## src/spt_pkg.sv

```systemverilog
// Shared constants, register map and types of the transmit packet and management port.
package spt_pkg;
	// Register byte offsets relative to the physical-layer base address.
	localparam logic [7:0] REG_HEADER = 8'h00;
	localparam logic [7:0] REG_CTRL = 8'h04;
	localparam logic [7:0] REG_STATUS = 8'h08;
	localparam logic [7:0] REG_EVENT = 8'h0c;
	localparam logic [7:0] REG_INT_EN = 8'h10;
	localparam logic [7:0] REG_LIMITS = 8'h14;
	localparam logic [7:0] REG_PKT_CNT = 8'h18;
	// Size of the decoded register window in bytes.
	localparam logic [31:0] REG_SPAN = 32'h0000_0020;
	// Control register bit positions.
	localparam int CTRL_TX_EN = 0;
	localparam int CTRL_ABORT = 1;
	localparam int CTRL_REINIT = 2;
	// Transmit enable value after reset.
	localparam logic CTRL_TX_EN_RST = 1'h1;
	// Event register bit positions and width.
	localparam int EV_DEV_ABORT = 0;
	localparam int EV_USR_ABORT = 1;
	localparam int EV_RX_SIZE = 2;
	localparam int EV_RX_IDLE = 3;
	localparam int EV_PKT_DONE = 4;
	localparam int EV_W = 5;
	// Field positions in the header, status and limits registers.
	localparam int HDR_EFP_LSB = 16;
	localparam int ST_READY = 0;
	localparam int ST_SILENT = 1;
	localparam int ST_IN_PKT = 2;
	localparam int ST_ACKID_LSB = 8;
	localparam int ST_PRIO_LSB = 16;
	localparam int LIM_IDLE_LSB = 16;
	// Documented defaults of the build-time settings.
	localparam logic [31:0] DEF_PHY_BASE = 32'h0000_0000;
	localparam logic [15:0] DEF_EXT_FEATURES_POINTER = 16'h0000;
	localparam logic [15:0] DEF_SILENCE_COUNT = 16'h00ff;
	localparam logic [9:0] DEF_MAX_PKT_BYTES = 10'h114;
	localparam logic [7:0] DEF_RX_IDLE_LIMIT = 8'hff;
	// Bytes carried by one full data word.
	localparam logic [3:0] WORD_BYTES = 4'h8;
	// Reset value of the acknowledge identifier.
	localparam logic [4:0] ACKID_RST = 5'h00;

	// One word taken from the user transmit FIFO.
	typedef struct packed {
		logic [63:0] data;
		logic sof;
		logic eof;
		logic [3:0] half_en;
	} spt_word_t;

	// Transmit packet acceptance states.
	typedef enum logic [2:0] {
		TX_IDLE = 3'b001,
		TX_PKT = 3'b010,
		TX_DROP = 3'b100
	} spt_tx_state_t;

	// Bytes carried by the valid 16-bit halves of a final word.
	function automatic logic [3:0] spt_half_bytes(input logic [3:0] en);
		logic [3:0] sum;
		sum = 4'h0;
		for (int i = 0; i < 4; i++) begin
			sum = sum + {2'h0, en[i], 1'h0};
		end
		return sum;
	endfunction
endpackage

```

## src/spt_limit_chk.sv

```systemverilog
// Running count of a packet quantity, compared against a limit.
`timescale 1ns/1ps
`default_nettype none
module spt_limit_chk #(
	parameter int W = 10
) (
	// Clock and reset.
	input wire logic clk,
	input wire logic rst_n,
	// Count control.
	input wire logic clear,
	input wire logic inc,
	input wire logic [3:0] amount,
	input wire logic [W-1:0] limit,
	// Result.
	output logic hit,
	output logic over
);
	// Count so far in the current packet.
	logic [W-1:0] count;
	// Count base after an optional clear.
	logic [W-1:0] base;
	// Count plus the new amount, one bit wider to catch wrap.
	logic [W:0] sum;

	// A clear restarts the count with the same cycle's amount.
	always_comb begin
		base = clear ? '0 : count;
		sum = {1'b0, base} + {{(W-3){1'b0}}, amount};
		hit = inc && (sum > {1'b0, limit});
	end

	// Count saturates once the limit is passed, so it cannot wrap back below it.
	always_ff @(posedge clk or negedge rst_n) begin
		if (!rst_n) begin
			count <= '0;
			over <= 1'b0;
		end else begin
			if (clear) begin
				over <= hit;
			end else if (hit) begin
				over <= 1'b1;
			end
			if (inc && !sum[W] && !(over && !clear)) begin
				count <= sum[W-1:0];
			end else if (clear) begin
				count <= '0;
			end
		end
	end
endmodule // spt_limit_chk
`default_nettype wire

```

## src/spt_tx_mgmt.sv

```systemverilog
// Transmit user packet port with a Wishbone management register file.
`timescale 1ns/1ps
`default_nettype none
// How it works
// - Device pulses transmit abort to end packet.
// - Release strobe qualifies released acknowledge identifier.
// - Device raises read to fetch next word.
// - Device acknowledges after capturing or presenting data; writes are captured one cycle after the acknowledge rises.
// - Thirty-two bit address and data buses.
// - Registers decoded from a configurable base.
// - Header reports extended features pointer.
// - Silent state lasts configurable count.
// - Receiver discards packets above maximum size.
// - Receiver discards packets with excess idles.
// - Ready low makes user signals invalid.
// - One system clock, active-low reset.
module spt_tx_mgmt
	import spt_pkg::*;
#(
	parameter logic [31:0] PHY_BASE = DEF_PHY_BASE,
	parameter logic [15:0] EXT_FEATURES_POINTER = DEF_EXT_FEATURES_POINTER,
	parameter logic [15:0] SILENCE_COUNT = DEF_SILENCE_COUNT,
	parameter logic [9:0] MAX_PKT_BYTES = DEF_MAX_PKT_BYTES,
	parameter logic [7:0] RX_IDLE_LIMIT = DEF_RX_IDLE_LIMIT
) (
	// System clock and reset.
	input wire logic clk,
	input wire logic rst_n,
	// Transmit user interface.
	output logic tx_ready,
	output logic tx_dev_abort,
	input wire logic tx_usr_abort,
	input wire logic [1:0] tx_prio,
	output logic [4:0] tx_next_ackid,
	output logic [4:0] tx_release_ackid,
	output logic tx_release_val,
	// User transmit FIFO.
	input wire logic [63:0] fifo_data,
	input wire logic fifo_alm_empty,
	output logic fifo_read,
	input wire logic fifo_sof,
	input wire logic fifo_eof,
	input wire logic [3:0] fifo_half_en,
	input wire logic fifo_data_avail,
	// Accepted words toward the lane side.
	output spt_word_t lane_word,
	output logic [1:0] lane_prio,
	output logic lane_word_valid,
	// Receive symbol monitor.
	input wire logic rx_word_valid,
	input wire logic rx_sof,
	input wire logic rx_eof,
	input wire logic [3:0] rx_half_en,
	input wire logic rx_idle,
	output logic rx_discard,
	// Wishbone slave.
	input wire logic wb_cyc_i,
	input wire logic wb_stb_i,
	input wire logic wb_we_i,
	input wire logic [3:0] wb_sel_i,
	input wire logic [31:0] wb_adr_i,
	input wire logic [31:0] wb_dat_i,
	output logic [31:0] wb_dat_o,
	output logic wb_ack_o,
	// Management interrupt.
	output logic mgmt_int
);
	// Address relative to the base, hit flag and local offset.
	logic [31:0] rel_adr;
	logic adr_hit;
	logic [7:0] adr_off;
	// Write fires at the edge where the master samples the acknowledge.
	logic wr_fire;
	logic [31:0] next_rdata;
	// Control state written by software.
	logic tx_en;
	logic sw_abort;
	logic sw_reinit;
	logic [EV_W-1:0] int_en;
	// Sticky events and their set terms.
	logic [EV_W-1:0] events;
	logic [EV_W-1:0] ev_set;
	// Silent link state and its counter.
	logic silent;
	logic [15:0] silence_cnt;
	// Delayed read, so the FIFO word is taken one cycle after the request.
	logic read_q;
	logic word_ok;
	spt_word_t in_word;
	// Transmit state.
	spt_tx_state_t tx_state;
	spt_tx_state_t next_tx_state;
	logic [1:0] pkt_prio;
	logic [15:0] pkt_cnt;
	// Decisions taken on the current word.
	logic do_dev_abort;
	logic do_usr_abort;
	logic do_release;
	logic [3:0] tx_amount;
	logic tx_size_hit;
	logic tx_size_over;
	// Receive monitor state.
	logic rx_in_pkt;
	logic [3:0] rx_amount;
	logic rx_size_hit;
	logic rx_idle_hit;
	logic rx_size_over;
	logic rx_idle_over;
	logic rx_bad;

	always_comb begin
		rel_adr = wb_adr_i - PHY_BASE;
		adr_hit = rel_adr < REG_SPAN;
		adr_off = rel_adr[7:0];
	end

	assign wr_fire = wb_cyc_i && wb_stb_i && wb_we_i && wb_ack_o && adr_hit;

	// Read multiplexer; unmapped offsets read as zero.
	always_comb begin
		next_rdata = 32'h0000_0000;
		if (adr_hit) begin
			case (adr_off)
				REG_HEADER: next_rdata[HDR_EFP_LSB +: 16] = EXT_FEATURES_POINTER;
				REG_CTRL: next_rdata[CTRL_TX_EN] = tx_en;
				REG_STATUS: begin
					next_rdata[ST_READY] = tx_ready;
					next_rdata[ST_SILENT] = silent;
					next_rdata[ST_IN_PKT] = tx_state == TX_PKT;
					next_rdata[ST_ACKID_LSB +: 5] = tx_next_ackid;
					next_rdata[ST_PRIO_LSB +: 2] = pkt_prio;
				end
				REG_EVENT: next_rdata[EV_W-1:0] = events;
				REG_INT_EN: next_rdata[EV_W-1:0] = int_en;
				REG_LIMITS: begin
					next_rdata[9:0] = MAX_PKT_BYTES;
					next_rdata[LIM_IDLE_LSB +: 8] = RX_IDLE_LIMIT;
				end
				REG_PKT_CNT: next_rdata[15:0] = pkt_cnt;
				default: next_rdata = 32'h0000_0000;
			endcase
		end
	end

	always_ff @(posedge clk or negedge rst_n) begin
		if (!rst_n) begin
			wb_ack_o <= 1'b0;
			wb_dat_o <= 32'h0000_0000;
		end else begin
			wb_ack_o <= wb_cyc_i && wb_stb_i && !wb_ack_o;
			if (wb_cyc_i && wb_stb_i && !wb_ack_o && !wb_we_i) begin
				wb_dat_o <= next_rdata;
			end
		end
	end

	// Control register; abort and reinit are self-clearing pulses.
	always_ff @(posedge clk or negedge rst_n) begin
		if (!rst_n) begin
			tx_en <= CTRL_TX_EN_RST;
			sw_abort <= 1'b0;
			sw_reinit <= 1'b0;
		end else begin
			sw_abort <= 1'b0;
			sw_reinit <= 1'b0;
			if (wr_fire && adr_off == REG_CTRL && wb_sel_i[0]) begin
				tx_en <= wb_dat_i[CTRL_TX_EN];
				sw_abort <= wb_dat_i[CTRL_ABORT];
				sw_reinit <= wb_dat_i[CTRL_REINIT];
			end
		end
	end

	// Event set terms from the transmit and receive logic.
	always_comb begin
		ev_set = '0;
		ev_set[EV_DEV_ABORT] = do_dev_abort;
		ev_set[EV_USR_ABORT] = do_usr_abort;
		ev_set[EV_RX_SIZE] = rx_in_pkt && rx_size_hit;
		ev_set[EV_RX_IDLE] = rx_in_pkt && rx_idle_hit;
		ev_set[EV_PKT_DONE] = do_release;
	end

	// Sticky events, write one to clear; a new event wins over its clear.
	always_ff @(posedge clk or negedge rst_n) begin
		if (!rst_n) begin
			events <= '0;
		end else if (wr_fire && adr_off == REG_EVENT && wb_sel_i[0]) begin
			events <= (events & ~wb_dat_i[EV_W-1:0]) | ev_set;
		end else begin
			events <= events | ev_set;
		end
	end

	// Interrupt enable register.
	always_ff @(posedge clk or negedge rst_n) begin
		if (!rst_n) begin
			int_en <= '0;
		end else if (wr_fire && adr_off == REG_INT_EN && wb_sel_i[0]) begin
			int_en <= wb_dat_i[EV_W-1:0];
		end
	end

	always_ff @(posedge clk or negedge rst_n) begin
		if (!rst_n) begin
			mgmt_int <= 1'b0;
		end else begin
			mgmt_int <= |(events & int_en);
		end
	end

	always_ff @(posedge clk or negedge rst_n) begin
		if (!rst_n) begin
			silent <= 1'b1;
			silence_cnt <= SILENCE_COUNT;
		end else if (sw_reinit) begin
			silent <= 1'b1;
			silence_cnt <= SILENCE_COUNT;
		end else if (silent) begin
			silence_cnt <= silence_cnt - 16'h0001;
			if (silence_cnt == 16'h0001) begin
				silent <= 1'b0;
			end
		end
	end

	// ready from enable and link state
	always_ff @(posedge clk or negedge rst_n) begin
		if (!rst_n) begin
			tx_ready <= 1'b0;
		end else begin
			tx_ready <= tx_en && !silent;
		end
	end

	always_ff @(posedge clk or negedge rst_n) begin
		if (!rst_n) begin
			fifo_read <= 1'b0;
			read_q <= 1'b0;
		end else begin
			fifo_read <= tx_ready && fifo_data_avail && !(fifo_read && fifo_alm_empty);
			read_q <= fifo_read;
		end
	end

	always_comb begin
		word_ok = read_q && tx_ready;
		in_word.data = fifo_data;
		in_word.sof = fifo_sof;
		in_word.eof = fifo_eof;
		in_word.half_en = fifo_half_en;
	end

	assign tx_amount = in_word.eof ? spt_half_bytes(in_word.half_en) : WORD_BYTES;

	// Transmit packet size tracker.
	spt_limit_chk #(
		.W(10)
	) u_tx_size (
		.clk(clk),
		.rst_n(rst_n),
		.clear(word_ok && in_word.sof),
		.inc(word_ok),
		.amount(tx_amount),
		.limit(MAX_PKT_BYTES),
		.hit(tx_size_hit),
		.over(tx_size_over)
	);

	// Packet acceptance decisions and next state.
	always_comb begin
		next_tx_state = tx_state;
		do_dev_abort = 1'b0;
		do_usr_abort = 1'b0;
		do_release = 1'b0;
		case (tx_state)
			TX_IDLE: begin
				if (word_ok && in_word.sof) begin
					if (tx_size_hit) begin
						do_dev_abort = 1'b1;
						next_tx_state = in_word.eof ? TX_IDLE : TX_DROP;
					end else if (in_word.eof) begin
						do_release = 1'b1;
					end else begin
						next_tx_state = TX_PKT;
					end
				end
			end
			TX_PKT: begin
				if (tx_ready && tx_usr_abort) begin
					do_usr_abort = 1'b1;
					next_tx_state = TX_IDLE;
				end else if (sw_abort || (word_ok && (in_word.sof || tx_size_hit))) begin
					// Oversize, software abort or a restart mid-packet end it.
					do_dev_abort = 1'b1;
					next_tx_state = (word_ok && in_word.eof) ? TX_IDLE : TX_DROP;
				end else if (word_ok && in_word.eof) begin
					do_release = 1'b1;
					next_tx_state = TX_IDLE;
				end
			end
			TX_DROP: begin
				// Discard until the end marker of the aborted packet or a user abort.
				if ((word_ok && in_word.eof) || (tx_ready && tx_usr_abort)) begin
					next_tx_state = TX_IDLE;
				end
			end
			default: next_tx_state = TX_IDLE;
		endcase
	end

	// Transmit state register.
	always_ff @(posedge clk or negedge rst_n) begin
		if (!rst_n) begin
			tx_state <= TX_IDLE;
		end else begin
			tx_state <= next_tx_state;
		end
	end

	always_ff @(posedge clk or negedge rst_n) begin
		if (!rst_n) begin
			tx_dev_abort <= 1'b0;
		end else begin
			tx_dev_abort <= do_dev_abort;
		end
	end

	always_ff @(posedge clk or negedge rst_n) begin
		if (!rst_n) begin
			pkt_prio <= 2'h0;
		end else if (word_ok && in_word.sof) begin
			pkt_prio <= tx_prio;
		end
	end

	// Accepted words go on toward the lanes while a packet is good.
	always_ff @(posedge clk or negedge rst_n) begin
		if (!rst_n) begin
			lane_word <= '0;
			lane_prio <= 2'h0;
			lane_word_valid <= 1'b0;
		end else begin
			lane_word_valid <= word_ok && !do_dev_abort && !do_usr_abort &&
				(next_tx_state == TX_PKT || do_release);
			if (word_ok) begin
				lane_word <= in_word;
				lane_prio <= in_word.sof ? tx_prio : pkt_prio;
			end
		end
	end

	always_ff @(posedge clk or negedge rst_n) begin
		if (!rst_n) begin
			tx_next_ackid <= ACKID_RST;
			tx_release_ackid <= ACKID_RST;
			tx_release_val <= 1'b0;
			pkt_cnt <= 16'h0000;
		end else begin
			tx_release_val <= do_release;
			if (do_release) begin
				tx_release_ackid <= tx_next_ackid;
				tx_next_ackid <= tx_next_ackid + 5'h01;
				pkt_cnt <= pkt_cnt + 16'h0001;
			end
		end
	end

	// Receive packet framing for the discard monitor.
	always_ff @(posedge clk or negedge rst_n) begin
		if (!rst_n) begin
			rx_in_pkt <= 1'b0;
		end else if (rx_word_valid && rx_sof && !rx_eof) begin
			rx_in_pkt <= 1'b1;
		end else if ((rx_word_valid && rx_eof) || rx_bad) begin
			rx_in_pkt <= 1'b0;
		end
	end

	assign rx_amount = rx_eof ? spt_half_bytes(rx_half_en) : WORD_BYTES;

	spt_limit_chk #(
		.W(10)
	) u_rx_size (
		.clk(clk),
		.rst_n(rst_n),
		.clear(rx_word_valid && rx_sof),
		.inc(rx_word_valid),
		.amount(rx_amount),
		.limit(MAX_PKT_BYTES),
		.hit(rx_size_hit),
		.over(rx_size_over)
	);

	spt_limit_chk #(
		.W(9)
	) u_rx_idle (
		.clk(clk),
		.rst_n(rst_n),
		.clear(rx_word_valid && rx_sof),
		.inc(rx_idle && rx_in_pkt),
		.amount(4'h1),
		.limit({1'b0, RX_IDLE_LIMIT}),
		.hit(rx_idle_hit),
		.over(rx_idle_over)
	);

	// A packet is bad the first time either limit is passed inside it.
	assign rx_bad = (rx_in_pkt || (rx_word_valid && rx_sof)) &&
		((rx_size_hit && !rx_size_over) || (rx_idle_hit && !rx_idle_over));

	// Receive discard pulse.
	always_ff @(posedge clk or negedge rst_n) begin
		if (!rst_n) begin
			rx_discard <= 1'b0;
		end else begin
			rx_discard <= rx_bad;
		end
	end
endmodule // spt_tx_mgmt
`default_nettype wire

```

## config.mk

```make
export PLATFORM = sky130hd
export DESIGN_NAME = spt_tx_mgmt
export DESIGN_NICKNAME = d
export VERILOG_FILES = /design/src/spt_pkg.sv /design/src/spt_limit_chk.sv /design/src/spt_tx_mgmt.sv
export SDC_FILE = /design/constraint.sdc
export NUM_CORES = 1
export LEC_CHECK = 0
export BUFFER_PORTS_ARGS = -buffer_cell sky130_fd_sc_hd__buf_2
export CAP_MARGIN = 5
export CELL_PAD_IN_SITES_DETAIL_PLACEMENT = 1
export CELL_PAD_IN_SITES_GLOBAL_PLACEMENT = 2
export CORE_MARGIN = 2
export CORE_UTILIZATION = 34
export CTS_CLUSTER_DIAMETER = 150
export DETAILED_ROUTE_END_ITERATION = 8
export GPL_ROUTABILITY_DRIVEN = 0
export PLACE_DENSITY_LB_ADDON = 0.1
export SETUP_SLACK_MARGIN = 0.02
export SLEW_MARGIN = 20
export SYNTH_ARGS = -nofsm -noshare
export SYNTH_HDL_FRONTEND = slang
export SYNTH_HIERARCHICAL = 1
export SYNTH_SLANG_ARGS = --single-unit
```

## constraint.sdc

```tcl
create_clock -name clk -period 7.2 [get_ports clk]
set_input_delay 2.16 -clock clk [delete_from_list [all_inputs] [get_ports clk]]
set_output_delay 2.16 -clock clk [all_outputs]
set_load 0.1 [all_outputs]
```

======== After elaboration in Yosys (flattened, before gate mapping) ========
Index checks and enable logic that the tools add are counted.
cells by class
  order comparisons ....................... 4
  equality and inequality tests ........... 11
  reductions and logical operators ........ 75
  add/subtract/negate cells ............... 12
  bitwise logic cells ..................... 5
  divide/modulo/power cells ............... 0
  multiply operators ...................... 0
  mux-type cells .......................... 59
  shift operators ......................... 0
operators with widths
  cell                     number
  $logic_and A1 B1 Y1      45
  $mux W10                 4
  $mux W3                  11
  $lt A32 B6 Y1 const B    1
  $mux W16                 2
  $mux W1                  25
  $eq A8 B5 Y1 const B     3
  $mux W24                 1
  $add A10 B4 Y11          2
  $gt A11 B9 Y1 const B    2
  $mux W9                  2
  $logic_not A1 Y1         17
  $add A16 B1 Y16 const B  1
  $eq A16 B1 Y1 const B    1
  $eq A8 B4 Y1 const B     2
  $sub A16 B1 Y16 const B  1
  $add A9 B1 Y10 const B   1
  $and A5 B5 Y5            2
  $gt A10 B8 Y1 const B    1
  $or A5 B5 Y5             2
  $pmux W2 S5              1
  $reduce_bool A2 Y1       5
  $pmux W3 S3              1
  $add A3 B2 Y4            2
  other kinds (20)         31
storage, ports and cells
  bits in latches ......................... 0
  flip-flop bits (word level) ............. 207
  memories kept ........................... 0
  memory bits (read-only) ................. 0
  RAM bits ................................ 0

======== Depth between registers and ports, before layout ========
  word-level depth ........................ 17
  mapped depth ............................ 25
  gate-level depth less buffers ........... 22

======== Hierarchy ========
Netlist, hierarchy kept.
modules (own cells, without submodules)
  module                     area each (um^2)  seq. area each (um^2)  cells an instance  instances
  spt_tx_mgmt                7,408.4           4,067.7                616                1
  spt_limit_chk (u_rx_size)  1,142.3           275.3                  126                1
  spt_limit_chk (u_tx_size)  1,111.1           275.3                  125                1
  spt_limit_chk (u_rx_idle)  1,026.0           250.2                  112                1

======== Worst setup path before layout ========
Ideal clock, no wire load.
  kind .................................... input to register
  start ................................... input port fifo_half_en[0]
  end ..................................... register tx_next_ackid[1]
  arrival ................................. 6.682 ns
  buffers on the path ..................... 1
  slack ................................... 0.392 ns
  library setup time ...................... 0.126 ns
  stages on the path ...................... 19
  cell sequence ........................... fa_1 > ha_1 > and2_1 > inv_1 > fa_1 > nand2b_1 > a2111o_1 > nor2_4 > xnor2_1 > nor2_1 > ha_1 > a21o_1 > a21oi_1 > a21oi_1 > or2_2 > nor4_1 > o21ai_1 > buf_2 > mux2_2
between the ends
  longest elaborated chain between the ends .. 13
  elaborated cells between the ends (all ways) .. 15
RTL lines
  element                  RTL line             text
  start: declaration       spt_tx_mgmt.sv:43    input wire logic [3:0] fifo_half_en,
  $add A2 B2 Y3 (*)        spt_pkg.sv:65        sum = sum + {2'h0, en[i], 1'h0};
  $add A3 B2 Y4 (*)        spt_pkg.sv:65
  $add A4 B2 Y4 (*)        spt_pkg.sv:65
  $mux W4 (*)              spt_tx_mgmt.sv:254   assign tx_amount = in_word.eof ? spt_half_bytes(in_word.half_en) : WORD_BYTES;
  net tx_amount[1]         spt_tx_mgmt.sv:99    logic [3:0] tx_amount;
  $add A10 B4 Y11 (*)      spt_limit_chk.sv:29  sum = {1'b0, base} + {{(W-3){1'b0}}, amount};
  $gt A11 B9 Y1 (*)        spt_limit_chk.sv:30  hit = inc && (sum > {1'b0, limit});
  $logic_and A1 B1 Y1 (*)  spt_limit_chk.sv:30
  net tx_size_hit          spt_tx_mgmt.sv:100   logic tx_size_hit;
  $logic_or A1 B1 Y1       spt_tx_mgmt.sv:293   end else if (sw_abort || (word_ok && (in_word.sof || tx_size_hit))) begin
  $logic_and A1 B1 Y1      spt_tx_mgmt.sv:293
  $logic_or A1 B1 Y1       spt_tx_mgmt.sv:293
  $mux W1                  spt_tx_mgmt.sv:293
  $mux W1                  spt_tx_mgmt.sv:290   if (tx_ready && tx_usr_abort) begin
  $pmux W1 S2 (*)          spt_tx_mgmt.sv:276   case (tx_state)
  end signal: assignment   spt_tx_mgmt.sv:363   tx_next_ackid <= tx_next_ackid + 5'h01;
  end: declaration         spt_tx_mgmt.sv:34    output logic [4:0] tx_next_ackid,
The timed path passes the listed nets; every way through them passes the cells marked *.
A chain may end at the register's enable or synchronous reset.

======== Final worst setup path ========
  start ................................... input port fifo_half_en[0]
  end ..................................... register pkt_cnt[14]
between the ends
  longest elaborated chain between the ends .. 13
  elaborated cells between the ends (all ways) .. 15
RTL lines
  element                  RTL line             text
  $add A2 B2 Y3 (*)        spt_pkg.sv:65
  $add A3 B2 Y4 (*)        spt_pkg.sv:65
  $add A4 B2 Y4 (*)        spt_pkg.sv:65
  $mux W4 (*)              spt_tx_mgmt.sv:254
  net tx_amount[1]         spt_tx_mgmt.sv:99
  $add A10 B4 Y11 (*)      spt_limit_chk.sv:29
  $gt A11 B9 Y1 (*)        spt_limit_chk.sv:30
  $logic_and A1 B1 Y1 (*)  spt_limit_chk.sv:30
  net tx_size_hit          spt_tx_mgmt.sv:100
  $logic_or A1 B1 Y1       spt_tx_mgmt.sv:293
  $logic_and A1 B1 Y1      spt_tx_mgmt.sv:293
  $logic_or A1 B1 Y1       spt_tx_mgmt.sv:293
  $mux W1                  spt_tx_mgmt.sv:293
  $mux W1                  spt_tx_mgmt.sv:290
  $pmux W1 S2 (*)          spt_tx_mgmt.sv:276
  end signal: assignment   spt_tx_mgmt.sv:364   pkt_cnt <= pkt_cnt + 16'h0001;
  end: declaration         spt_tx_mgmt.sv:94    logic [15:0] pkt_cnt;
Marks and branches as above.

==> metrics.md <==
| Metric | Value |
|---|---|
| Synth Cell Area | 10700 um2 |
| Post-DR wirelength/cell | 17.3 um |
| PwrDens | 206 nW/um2 |
| CTS tree | done |
| Register area share after synthesis | 45.6% |
| GRT overflow | 0 |
| Required time worst endpoint | 7570 ps |
| Combinational share of power | 21.1% |
| Synth async-reset ratio | 100% |
| Multi-input logic area | 5500 um2 |
| I/O pins | 278 |
| Vias in the first global route | 8797 |
| CTS buffer count | 17 |
| Hold buffers post-CTS | 0 |
| CP bufs+invs | 4 |
| Prevailing post-synth register cell | dfrtp_1 |
| Final Util | 42.6% |
| Antenna Nets Post-Route | 0 |
| Clock power share | 36.2% |
| Final instance area | 13100 um2 |
| Worst-path maximum fanout | 8 |
| Worst slack at placement | -108 ps |
| Max-slew headroom | 31.4% |
| DP HPWL | 21700 um |
| Slowest CP cell | fa_1 |
| Slew Viols, Final | 0 |
| Critical Path End Type | flip-flop |
| Sequential power share | 42.7% |
| CP max stage delay | 500 ps |
| Clock Path Buffers | 2 |
| Root buf cell | clkbuf_16 |
| First-pass GRT wire length | 46900 um |
| Yosys reg bits | 194 |
| Switch share | 32.8% |
| Layout area overhead | 22.4% |
| RSZ-0062 raised after global routing | false |
| Initial DRT Pass Iterations | 4 |
| Storage cell area | 4870 um2 |
| Starting Density | 34.8% |
| Vias per cell | 4.99 |
| Syn. warnings | 6 |
| Fin Setup TNS | 0 ps |
| Setup violations, final | 0 |
| Final worst path period need | 6780 ps |
| Worst path cell trace | buf_2, fa_1, ha_1, and2_1, inv_1, fa_1, nand2b_1, a2111o_1, nor2_4, xnor2_1, nor2_1, ha_1, a21o_1, a21oi_1, a21oi_1, or2_2, o211a_1, nand4bb_1, buf_4, a2111oi_1, buf_4, xor2_1 |
| Initial antenna violation count | 1 |
| Minimum hold slack | 429 ps |
| Post-layout nets | 1463 |
| Reg clk slew, reported paths | 80 ps |
| Initial DRC Count | 292 |
| EDFF count, synth | 0 |
| Largest net degree at the start of global routing | 96 |
| Sw power | 0.887 mW |
| Share of cells above drive strength 1 | 35.6% |
| Vias | 8307 |
| Kind of critical path | in2reg |
| Post-CTS Setup Bufs | 0 |
| DP Area | 12500 um2 |
| Die span in x | 181 um |
| Worst-Margin Slew | 1030 ps |
| Number of diodes | 0 |
| Layout fillers | 3490 |
| Status | finished, final reports clean |
| Layout Skew | 13.5 ps |
| Clock Sinks | 194 |
| Die footprint | 32900 um2 |
| Total Routing Usage GR | 17.7% |
| Crit path DAT | 7150 ps |
| Clock Latency Late Sink | 440 ps |
| Distinct cells, synth | 97 |
| Worst setup SP type | input pin |
| Core area | 30700 um2 |
| Final worst-path cycle share | 94.1% |
| Int Power | 1.81 mW |
| Die H | 181 um |
| Max_cap viols | 0 |
| Final WL | 28800 um |
| Fmax | 148 MHz |
| Worst hold path class | reg2reg |
| Mean post-synth cell area | 10.9 um2 |
| DRC viols | 0 |
| H-tree Lvls | 4 |
| Final WS setup | 425 ps |
| P_leak | 6.52 nW |
| # rows | 64 |
| Post-synthesis cell count | 979 |
| # port buffers | 239 |
| Maximum vdd drop | 0.000149 V |
| Hold Vio Cnt, Final | 0 |
| Family with the most delay on the worst path | compound AO/OA/AOI/OAI gates |
-- worst paths after layout --
path / from / end / slack (ps) / cells after the start
max in group asynchronous: rst_n / lane_word[51]$_DFFE_PN0N_ / 4180 / 2
min: fifo_read$_DFF_PN0_ / read_q$_DFF_PN0_ / 430 / 0
min reg2reg: fifo_read$_DFF_PN0_ / read_q$_DFF_PN0_ / 430 / 0
min in group asynchronous: rst_n / u_rx_idle/count[1]$_DFF_PN0_ / 1800 / 1
max: fifo_half_en[0] / pkt_cnt[14]$_DFFE_PN0P_ / 420 / 22
max reg2reg: read_q$_DFF_PN0_ / pkt_cnt[14]$_DFFE_PN0P_ / 2040 / 22
-- layout make-up --
class	instances	share of cell area [%]
Timing Repair Buffer	265	10.7
Inverter	58	1.66
Multi-Input combinational cell	719	42.0
Clock buffer	18	3.36
Sequential cell	194	37.2
Clock inverter	14	1.24
Tap cell	396	3.79
-- layout by cell type (no fill, tap or decap), types with 12 or more instances in the layout --
cell,count
a21oi_1,39
buf_2,238
buf_4,26
clkbuf_16,17
conb_1,44
dfrtp_1,183
ha_1,47
inv_1,58
mux2_2,99
nand2_1,70
nand3_1,23
nor2_1,43
nor2b_1,20
nor4_1,12
o21ai_0,26
o31ai_1,14
xnor2_1,29
xor2_1,24
-- cell families after synthesis --
group	synth area share [%]
buf+inv	4.53
flops	45.6
xor+xnor	4.34
compound gates	12.3
mux	11.3
fa+ha+maj	6.44
other cells	0.0703
simple gates	15.4
-- layer usage --
metal / part of all wire [%] / track usage, % / up-vias
met5: 0.045 / 0 / -
met4: 0.94 / 4.20 / 2
met3: 5.9 / 4.58 / 20
met2: 47 / 29.8 / 184
met1: 46 / 22.9 / 4116
li1: - / - / 3985
-- power by group through the flow --
stage / Clock (mW) / Sequential (mW) / Combinational (mW)
finish: 0.977 / 1.15 / 0.570
global route: 1.05 / 1.16 / 0.624
CTS: 1.02 / 1.15 / 0.576
detailed placement: 0 / 1.18 / 0.572
global placement: 0 / 1.17 / 0.563
floorplan: 0 / 1.32 / 0.274
-- worst register-to-register path, delay by kind of cell (launching register included) --
family	cells	cell delay [ps]
buf+inv	4	840
mux	1	360
flops	1	510
simple gates	9	1330
xor+xnor	1	130
compound gates	5	1210
fa+ha+maj	2	710
-- per-stage QoR --
stage	total power, mW	instances
floorplan	1.59	1021
global placement	1.74	1632
detailed placement	1.75	1632
CTS	2.75	1664
global route	2.84	1664
finish	2.70	1664
-- synthesized netlist by cell type, drive strengths merged, types with 21 or more instances --
library cell,instances,area (um2)
mux2,102,1150
xor2,24,210
nand3,23,115
ha,47,588
nand2,74,285
clkbuf,24,91.3
nor2,46,190
xnor2,29,254
buf,26,175
inv,58,218
a21oi,44,254
o21ai,28,140
dfrtp,183,4580
nor2b,21,139
-- sequential cells by signal (all words and copies together) (netlist names), 2 cells and up --
name,count
events,5
int_en,5
lane_prio,2
lane_word,70
pkt_cnt,16
pkt_prio,2
silence_cnt,16
tx_next_ackid,5
tx_release_ackid,5
tx_state,3
u_rx_idle/count,9
u_rx_size/count,10
u_tx_size/count,10
wb_dat_o,19
-- timing repair --
item                       in CTS  in global routing
setup endpoints to repair       0                  1
resized for setup               0                  1
hold endpoints to repair        0                  0
(Power assumes the default switching activity.)
